<file path="src/shared/cam_feat_pkg.sv">
// shared offsets, field positions and resets of the camera feature registers
package cam_feat_pkg;
    // register offsets on the serial bus register space
    localparam logic [11:0] OFF_GAIN  = 12'h820;
    localparam logic [11:0] OFF_IRIS  = 12'h824;
    localparam logic [11:0] OFF_FOCUS = 12'h828;
    localparam logic [11:0] OFF_TEMP  = 12'h82C;
    // field positions; quadlet bit 0 is the msb, so bit n sits at 31-n
    localparam int BIT_PRES  = 31;
    localparam int BIT_ABS   = 30;
    localparam int BIT_PUSH  = 26;
    localparam int BIT_ON    = 25;
    localparam int BIT_AUTO  = 24;
    localparam int VAL_MSB   = 11;
    localparam int VAL_W     = 12;
    // quadlet bits 2-4 and 8-19 are reserved
    localparam logic [31:0] RSVD_MASK = 32'h38FF_F000;
    // reset values of the writable fields
    localparam logic [11:0] VAL_RST  = 12'h000;
    localparam logic        ABS_RST  = 1'b0;
    localparam logic        AUTO_RST = 1'b0;
    localparam logic        ON_RST   = 1'b1;
    // feature slots with a control value
    localparam int N_FEAT   = 3;
    localparam int IDX_GAIN = 0;
    // one-push sequencer states, gray along idle -> run -> idle
    typedef enum logic [1:0] {
        ADJ_IDLE = 2'b00,
        ADJ_RUN  = 2'b01
    } adj_state_t;
endpackage

</file>
<file path="src/hdl/one_push_seq.sv">
// one-push automatic adjustment sequencer for a single feature
`timescale 1ns/1ns
module one_push_seq
    import cam_feat_pkg::*;
(
    input  wire logic ref_clk,
    input  wire logic rst_n,
    input  wire logic start,     // one-cycle request from a register write
    input  wire logic cancel,    // auto mode entered, drop the adjustment
    input  wire logic done,      // adjuster reports the pass finished
    output logic      busy       // reads back as the one-push bit
);
    adj_state_t state_r;         // sequencer state
    adj_state_t state_nxt;       // next state

    // next state; a start while running is simply absorbed
    always_comb begin
        state_nxt = state_r;
        unique case (state_r)
            ADJ_IDLE: begin
                if (start) begin
                    state_nxt = ADJ_RUN;
                end
            end
            ADJ_RUN: begin
                // self-clear when the pass ends or auto takes over
                if (done || cancel) begin
                    state_nxt = ADJ_IDLE;
                end
            end
            default: begin
                state_nxt = ADJ_IDLE;
            end
        endcase
    end

    // state register
    always_ff @(posedge ref_clk) begin
        if (!rst_n) begin
            state_r <= ADJ_IDLE;
        end else begin
            state_r <= state_nxt;
        end
    end

    assign busy = (state_r == ADJ_RUN);

    a_push_clears: assert property (@(posedge ref_clk) disable iff (!rst_n)
        busy && done |=> !busy) // see RL7
        else $error("one-push bit did not self-clear after done");
endmodule

</file>
<file path="src/hdl/feature_regs.sv">
// camera feature control registers: gain, iris, focus and temperature
// Function
// RL1: gain control register at offset 820h
// RL2: manual-abs: value field read-only, shows converted gain
// RL3: manual: value field drives gain, abs reads current
// RL4: auto: exposure controller drives gain, both read-only
// RL5: bit 0 reads one when feature present
// RL6: bit 1 picks value field or absolute register
// RL7: bit 5 write one starts adjustment, self-clears
// RL8: on/off bit zero makes other fields read-only
// RL9: gain and temperature on/off fixed at one
// RL10: gain bit 7 selects and reports manual/auto
// RL11: value in bits 20-31, auto-mode writes dropped
// RL12: temperature register at offset 82Ch reports board
// RL13: temperature value in tenths of a kelvin
// RL14: temperature abs bit makes value read-only
// RL15: temperature bit 7 is read-only mode report
// RL16: iris register at 824h, common layout
// RL17: focus register at 828h, common layout
// RL18: reserved bits read zero, writes ignored
// RL19: quadlet bit 0 is the word msb
// RL20: absent feature reads zero presence, ignores writes
`timescale 1ns/1ns
module feature_regs
    import cam_feat_pkg::*;
#(
    parameter logic [2:0] FEAT_PRESENT = 3'b001, // bit 0 gain, bit 1 iris, bit 2 focus; only gain by default
    parameter logic       TEMP_PRESENT = 1'b1
)(
    input  wire logic        ref_clk,
    input  wire logic        rst_n,
    input  wire logic        reg_wr,          // register write strobe
    input  wire logic        reg_rd,          // register read strobe
    input  wire logic [11:0] reg_addr,        // register offset
    input  wire logic [31:0] reg_wdata,       // write quadlet
    output logic      [31:0] reg_rdata,       // read quadlet
    output logic             reg_rvalid,      // read data valid pulse
    input  wire logic [11:0] abs_gain_conv,   // absolute gain, converted
    input  wire logic        ae_enable,       // exposure controller on
    input  wire logic [11:0] ae_gain,         // exposure controller gain
    input  wire logic [2:0]  adj_done,        // one-push pass finished
    input  wire logic [11:0] temp_tenth_k,    // board temp, 0.1 K units
    output logic      [11:0] gain_out,        // gain in effect
    output logic             gain_abs_mode,   // gain from absolute reg when not in auto
    output logic             gain_auto,       // gain in auto mode
    output logic             abs_gain_lock,   // absolute reg read-only
    output logic             temp_abs_mode,   // temp abs control bit
    output logic      [2:0]  adj_busy,        // one-push running
    output logic      [11:0] iris_value,      // aperture setting
    output logic      [11:0] focus_value,     // focus setting
    output logic      [1:0]  lens_on,         // iris, focus enabled
    output logic      [1:0]  lens_auto        // iris, focus auto mode
);
    logic [11:0] val_r  [N_FEAT];  // value fields
    logic        abs_r  [N_FEAT];  // absolute control bits
    logic        auto_r [N_FEAT];  // auto/manual bits
    logic        on_r   [N_FEAT];  // on/off bits
    logic        temp_abs_r;       // temperature absolute control
    logic [31:0] rdata_r;          // registered read data
    logic        rvalid_r;         // read answer pulse
    logic [11:0] gain_r;           // gain in effect
    logic [11:0] gain_nxt;         // next gain
    logic [2:0]  hit;              // write hits a present feature
    logic [2:0]  push_go;          // one-push start pulses
    logic        temp_hit;         // write hits temperature
    logic [2:0]  rd_sel_r;         // which register the last read hit

    // slot offsets in slot order
    function automatic logic [11:0] slot_off(input int i);
        unique case (i)
            0:       slot_off = OFF_GAIN;   // see RL1
            1:       slot_off = OFF_IRIS;   // see RL16
            default: slot_off = OFF_FOCUS;  // see RL17
        endcase
    endfunction

    // assemble a quadlet from fields; bit 0 is the msb
    function automatic logic [31:0] pack(input logic pres, input logic abs,
                                         input logic push, input logic on,
                                         input logic auto,
                                         input logic [11:0] val);
        logic [31:0] w;
        w = 32'h0000_0000;               // reserved bits stay zero, see RL18
        if (pres) begin
            w[BIT_PRES]      = 1'b1;     // see RL5
            w[BIT_ABS]       = abs;      // see RL19
            w[BIT_PUSH]      = push;
            w[BIT_ON]        = on;
            w[BIT_AUTO]      = auto;
            w[VAL_MSB:0]     = val;
        end
        pack = w;                        // absent reads all zero, see RL20
    endfunction

    // write decode; absent features take no writes
    always_comb begin
        for (int i = 0; i < N_FEAT; i++) begin
            hit[i] = reg_wr && (reg_addr == slot_off(i))
                     && FEAT_PRESENT[i];                   // see RL20
            // start only when on and manual, else ignored
            push_go[i] = hit[i] && reg_wdata[BIT_PUSH] && on_r[i]
                         && !auto_r[i];                    // see RL7
        end
        temp_hit = reg_wr && (reg_addr == OFF_TEMP) && TEMP_PRESENT;
    end

    // on/off bits; gain is wired on and ignores writes
    always_ff @(posedge ref_clk) begin
        for (int i = 0; i < N_FEAT; i++) begin
            if (!rst_n) begin
                on_r[i] <= ON_RST;
            end else if (hit[i] && i != IDX_GAIN) begin
                on_r[i] <= reg_wdata[BIT_ON];
            end else if (i == IDX_GAIN) begin
                on_r[i] <= 1'b1;                           // see RL9
            end
        end
    end

    // mode bits: frozen while the feature is off
    always_ff @(posedge ref_clk) begin
        for (int i = 0; i < N_FEAT; i++) begin
            if (!rst_n) begin
                abs_r[i]  <= ABS_RST;
                auto_r[i] <= AUTO_RST;
            end else if (hit[i] && on_r[i]) begin          // see RL8
                abs_r[i]  <= reg_wdata[BIT_ABS];           // see RL6
                auto_r[i] <= reg_wdata[BIT_AUTO];          // see RL10
            end
        end
    end

    // value fields: writable only when on and in plain manual mode;
    // a quadlet that itself selects auto or abs carries no value
    always_ff @(posedge ref_clk) begin
        for (int i = 0; i < N_FEAT; i++) begin
            if (!rst_n) begin
                val_r[i] <= VAL_RST;
            end else if (hit[i] && on_r[i] && !auto_r[i] && !abs_r[i]
                         && !reg_wdata[BIT_AUTO]            // see RL11
                         && !reg_wdata[BIT_ABS]) begin      // see RL6
                val_r[i] <= reg_wdata[VAL_MSB:0];
            end
        end
    end

    // temperature abs bit; on is fixed and the value is sensor-only
    always_ff @(posedge ref_clk) begin
        if (!rst_n) begin
            temp_abs_r <= ABS_RST;
        end else if (temp_hit) begin
            temp_abs_r <= reg_wdata[BIT_ABS];              // see RL14
        end
    end

    // one sequencer per feature; auto mode cancels a pending pass
    for (genvar g = 0; g < N_FEAT; g++) begin : g_push
        one_push_seq u_seq (
            .ref_clk (ref_clk),
            .rst_n   (rst_n),
            .start   (push_go[g]),
            .cancel  (auto_r[g]),
            .done    (adj_done[g]),
            .busy    (adj_busy[g])
        );
    end

    // gain source: auto w/ controller, absolute register, or value field
    always_comb begin
        if (auto_r[IDX_GAIN] && ae_enable) begin
            gain_nxt = ae_gain;                            // see RL4
        end else if (auto_r[IDX_GAIN]) begin
            gain_nxt = gain_r;    // controller off: hold last gain
        end else if (abs_r[IDX_GAIN]) begin
            gain_nxt = abs_gain_conv;                      // see RL2
        end else begin
            gain_nxt = val_r[IDX_GAIN];                    // see RL3
        end
    end

    // gain in effect, registered so the sensor sees clean steps
    always_ff @(posedge ref_clk) begin
        if (!rst_n) begin
            gain_r <= VAL_RST;
        end else begin
            gain_r <= gain_nxt;
        end
    end

    // read path; the answer comes one cycle after the strobe
    always_ff @(posedge ref_clk) begin
        if (!rst_n) begin
            rdata_r  <= 32'h0000_0000;
            rvalid_r <= 1'b0;
            rd_sel_r <= 3'h0;
        end else begin
            rvalid_r <= reg_rd;
            rd_sel_r <= 3'h0;
            if (reg_rd) begin
                unique case (reg_addr)
                    OFF_GAIN: begin
                        // gain value shows what is in effect
                        rdata_r  <= pack(FEAT_PRESENT[0], abs_r[0],
                                         adj_busy[0], on_r[0], auto_r[0],
                                         gain_r);          // see RL2
                        rd_sel_r <= 3'h1;
                    end
                    OFF_IRIS: begin
                        rdata_r  <= pack(FEAT_PRESENT[1], abs_r[1],
                                         adj_busy[1], on_r[1], auto_r[1],
                                         val_r[1]);
                        rd_sel_r <= 3'h2;
                    end
                    OFF_FOCUS: begin
                        rdata_r  <= pack(FEAT_PRESENT[2], abs_r[2],
                                         adj_busy[2], on_r[2], auto_r[2],
                                         val_r[2]);
                        rd_sel_r <= 3'h3;
                    end
                    OFF_TEMP: begin
                        // mode bit reports manual, never written
                        rdata_r  <= pack(TEMP_PRESENT, temp_abs_r, 1'b0,
                                         1'b1, 1'b0,       // see RL15
                                         temp_tenth_k);    // see RL13
                        rd_sel_r <= 3'h4;                  // see RL12
                    end
                    default: begin
                        rdata_r <= 32'h0000_0000;  // unmapped reads zero
                    end
                endcase
            end
        end
    end

    assign reg_rdata     = rdata_r;
    assign reg_rvalid    = rvalid_r;
    assign gain_out      = gain_r;
    assign gain_abs_mode = abs_r[IDX_GAIN];
    assign gain_auto     = auto_r[IDX_GAIN];
    // absolute gain writable only in manual-absolute state
    assign abs_gain_lock = auto_r[IDX_GAIN] || !abs_r[IDX_GAIN]; // see RL3
    assign temp_abs_mode = temp_abs_r;
    assign iris_value    = val_r[1];
    assign focus_value   = val_r[2];
    assign lens_on       = {on_r[2], on_r[1]};
    assign lens_auto     = {auto_r[2], auto_r[1]};

    a_rsvd_zero: assert property (@(posedge ref_clk) disable iff (!rst_n) // see RL18
        reg_rvalid |-> (reg_rdata & RSVD_MASK) == 32'h0000_0000)
        else $error("reserved bits read nonzero");

    a_gain_on_fixed: assert property (@(posedge ref_clk) disable iff (!rst_n) // see RL9
        reg_rvalid && rd_sel_r == 3'h1 && FEAT_PRESENT[0]
        |-> reg_rdata[BIT_ON])
        else $error("gain on/off bit read as off");

    a_auto_val_hold: assert property (@(posedge ref_clk) disable iff (!rst_n) // see RL11
        hit[0] && auto_r[0] |=> val_r[0] == $past(val_r[0]))
        else $error("gain value changed by a write in auto mode");

    a_abs_source: assert property (@(posedge ref_clk) disable iff (!rst_n) // see RL6
        abs_r[0] && !auto_r[0] |=> gain_out == $past(abs_gain_conv))
        else $error("gain not taken from absolute register");

    a_manual_src: assert property (@(posedge ref_clk) disable iff (!rst_n) // see RL3
        !abs_r[0] && !auto_r[0] ##1 !abs_r[0] && !auto_r[0]
        |-> gain_out == $past(val_r[0]) && abs_gain_lock)
        else $error("manual gain does not follow the value field");

    a_push_start: assert property (@(posedge ref_clk) disable iff (!rst_n) // see RL7
        push_go[0] && !adj_done[0] |=> adj_busy[0])
        else $error("one-push write did not start an adjustment");

    a_push_in_auto: assert property (@(posedge ref_clk) disable iff (!rst_n) // see RL7
        hit[0] && auto_r[0] && !adj_busy[0] |=> !adj_busy[0])
        else $error("one-push started while in auto mode");

    a_absent_zero: assert property (@(posedge ref_clk) disable iff (!rst_n) // see RL20
        reg_rvalid && ((rd_sel_r == 3'h2 && !FEAT_PRESENT[1])
                       || (rd_sel_r == 3'h3 && !FEAT_PRESENT[2]))
        |-> reg_rdata == 32'h0000_0000)
        else $error("absent lens register reads nonzero");

    a_temp_value: assert property (@(posedge ref_clk) disable iff (!rst_n) // see RL13
        reg_rvalid && rd_sel_r == 3'h4 && TEMP_PRESENT
        |-> reg_rdata[VAL_MSB:0] == $past(temp_tenth_k)
            && !reg_rdata[BIT_AUTO])
        else $error("temperature read does not match the sensor");
endmodule

</file>
<file path="config.mk">
export PLATFORM = sky130hd
export DESIGN_NAME = feature_regs
export DESIGN_NICKNAME = d
export VERILOG_FILES = /design/src/shared/cam_feat_pkg.sv /design/src/hdl/one_push_seq.sv /design/src/hdl/feature_regs.sv
export SDC_FILE = /design/constraint.sdc
export NUM_CORES = 1
export LEC_CHECK = 0
export BUFFER_PORTS_ARGS = -buffer_cell sky130_fd_sc_hd__buf_2
export CAP_MARGIN = 20
export CORE_MARGIN = 2
export CORE_UTILIZATION = 35
export CTS_BUF_LIST = sky130_fd_sc_hd__clkbuf_4
export CTS_CLUSTER_SIZE = 16
export DETAILED_ROUTE_END_ITERATION = 12
export PLACE_DENSITY = 0.71
export SYNTH_ARGS = -nofsm -noshare
export SYNTH_HDL_FRONTEND = slang
export SYNTH_HIERARCHICAL = 1
export SYNTH_SLANG_ARGS = --single-unit
</file>
<file path="constraint.sdc">
create_clock -name ref_clk -period 3 [get_ports ref_clk]
set_clock_uncertainty 0.2 [all_clocks]
set_input_delay 0.15 -clock ref_clk [delete_from_list [all_inputs] [get_ports ref_clk]]
set_output_delay 0.15 -clock ref_clk [all_outputs]
set_load 0.02 [all_outputs]
</file>
==> flow_summary.yaml <==
sta:
  slew_headroom: 0.592
  slew_violations: 0
  rsz0062_at_grt: "false"
  tns_ns: 0
  fin_crit_sh: 0.747
  worst_pin_slew_ns: 0.612
  hold_viol_final: 0
  period_needed_ns: 2.24
  setup_violations: 0
  timing.fmax_mhz: 446
grt:
  grt_antenna_before_repair: 0
  grtUsageTotal: 0.155
  overflow: 0
  grt_pass1_vias: 2030
  grt_max_degree: 41
  grt_pass1_wl_um: 9490
critical_path:
  rr_startpoint: "abs_r[0]$_DFFE_PP_"
  path_max_fanout: 16
  path_class: "flop to flop"
  slowest_stage: "edfxtp_1"
  cp.required_ns: 3.04
  cpPeakStageDelay_ns: 0.76
  cp_top_family: "flip-flops"
  crit_chain: "mux2_2 > o211a_1 > dlygate4sd3_1"
  r2r_cells: 3
  arrival_ns: 2.28
  reg2reg_slack_ns: 0.76
  start_kind: "flop"
  end_kind: "flop"
  crit_buf_inv: 1
  rr_endpoint: "gain_out[2]$_SDFFE_PN0P_"
final_layout:
  antenna_cells: 0
  fin_area_mm2: 0.00361
  utilization: 0.506
  multi_input_area_mm2: 0.00123
  area_delta_synth_final_pct: 41.6
  num-nets-final: 511
  fillerInstances: 701
  drive_above_1_share: 0.335
  seq_area_mm2: 0.00108
cts:
  postCtsSetupBuffers: 0
  root_buffer: "clkbuf_4"
  path_clk_slew_ns: 0.13
  cts_hold_buf: 54
  cts_tree: "done"
  clockBufferDepth: 2
  numCtsBuffers: 5
  cts.repair.resized: 0
  cts-htree-levels: 2
  clock_latency_ns: 0.35
  clock_sinks: 47
synthesis:
  synth.top_cells.by_count: "nand2_1, buf_4, dfxtp_1"
  yosysMostFrequentCell: "nand2_1"
  yosys.area.top_type: "dfxtp_1"
  syn_area_mm2: 0.00255
  ys_ff_latch: 47
  ys_warn_count: 6
  ys_types: 33
  ys.flop_type: "dfxtp_1"
  synth_edf_count: 14
  yosysSeqAreaShare: 0.424
  avgSynthCellArea_um2: 9.63
  synth_area_leaders: "dfxtp_1, edfxtp_1, buf_4"
  yosysTopAreaCellShare: 0.259
  synthArstFlopShare: 0
  synthCells: 265
min_path:
  hp-start: "reg_wdata[26]"
  holdPathEnd: "g_push[0].u_seq/state_r[0]$_SDFFE_PN0P_"
  hold_path_depth: 4
  hp-class: "input pin to flop"
power:
  swShare: 0.283
  vdd_drop_max_mv: 0.135
  clkPwrFrac: 0.234
  power.switching_mw: 0.374
  p_per_area_mw_per_mm2: 365
  leakage_nw: 1.78
  combPwrFrac: 0.235
  p_seq_frac: 0.532
  p_int_mw: 0.946
routing:
  drtPass1Iterations: 7
  routedWlPerCell_um: 12.0
  drtIter0Drc: 118
  via_per_inst: 4.33
  ant_nets: 0
  routed_wirelength_um: 6250
  vias: 2266
  drc: 0
floorplan:
  fp.coreArea_mm2: 0.00714
  rows: 31
  dieArea_mm2: 0.00799
  die_w_um: 89.4
  io_pins: 168
  start_util: 0.358
  die_height_um: 89.4
placed_design:
  dpl.hpwl_um: 4320
  place_area_mm2: 0.00301
  portBuffers: 107
  place_congestion: 0.748
job:
  cap_viol_max_count: 0
outcome:
  outcome: "finished clean"
-- power by group through the flow --
stage	Combinational [mW]	Sequential (mW)	Clock (mW)
after floorplan	0.175	0.742	0
after CTS	0.307	0.702	0.325
after detailed placement	0.248	0.717	0
after global routing	0.339	0.706	0.353
after global placement	0.246	0.715	0
final	0.310	0.702	0.309
-- worst min-delay path, delay by kind of cell --
| kind | cells | cell delay, ns |
|---|---|---|
| and+or+nand+nor | 2 | 0.24 |
| buffers and inverters | 1 | 0.10 |
| AOI/OAI and AO/OA | 1 | 0.06 |
-- area by class of cell --
type                       instances  share of cell area
tap                               99              0.0343
timing repair buffer             166               0.308
inverter                           1             0.00104
clock buffer                       8              0.0166
multi-input combinational        202               0.341
sequential                        47               0.299
-- per-stage QoR --
stage | total power, mW | hold WS (ns) | cells | setup WS, ns
after CTS | 1.34 | 0.00942 | 523 | 0.740
after global routing | 1.40 | 0.0367 | 523 | 0.644
after global placement | 0.961 | 0.140 | 461 | 0.797
final | 1.32 | 0.0337 | 523 | 0.760
after detailed placement | 0.965 | 0.143 | 461 | 0.740
after floorplan | 0.917 | 0.0420 | 310 | 0.431
-- state kept, by name (all words and copies together) (netlist names) --
name and cells:
abs_r 1, auto_r 1, g_push.u_seq/state_r 3, gain_out 12, reg_rdata 16, reg_rvalid 1, temp_abs_mode 1, val_r 12
-- metal layers --
layer  share of wire  track usage  wire length [um]  vias to the layer above
met2            0.51        0.264              3170                       87
li1                -            -                 -                     1137
met5               0            0                 0                        -
met3           0.050       0.0305               310                        8
met4           0.013       0.0516                84                        0
met1            0.43        0.195              2690                     1034
-- placed cells by master, fill, tap and decap left out, types with 4 or more instances in the layout --
| master | n |
|---|---|
| buf_2 | 107 |
| mux2_2 | 12 |
| conb_1 | 47 |
| clkbuf_4 | 8 |
| and2_1 | 13 |
| o21ai_0 | 14 |
| mux2i_1 | 12 |
| dlygate4sd3_1 | 54 |
| nor2_1 | 4 |
| a31oi_1 | 13 |
| buf_4 | 5 |
| dfxtp_1 | 33 |
| nand2_1 | 47 |
| nand3b_1 | 4 |
| edfxtp_1 | 14 |
| o211a_1 | 12 |
-- kinds of logic after synthesis --
logic type,after synthesis,share of synthesized area
flip-flops,47,0.424
multiplexers,24,0.100
AO/OA/AOI/OAI,48,0.137
buffers and inverters,61,0.160
other,2,0.00294
AND/OR/NAND/NOR,83,0.176
-- worst max-delay path by stage --
stage	from	end	cells past startpoint
6_report	abs_r[0]$_DFFE_PP_	gain_out[2]$_SDFFE_PN0P_	3
3_5_place_dp	reg_addr[4]	val_r[0][5]$_SDFFCE_PN0P_	5
3_3_place_gp	reg_addr[4]	val_r[0][5]$_SDFFCE_PN0P_	5
4_1_cts	abs_r[0]$_DFFE_PP_	gain_out[2]$_SDFFE_PN0P_	3
2_1_floorplan	reg_addr[4]	val_r[0][0]$_SDFFCE_PN0P_	5
5_1_grt	abs_r[0]$_DFFE_PP_	gain_out[2]$_SDFFE_PN0P_	3
(Power assumes the default switching activity.)
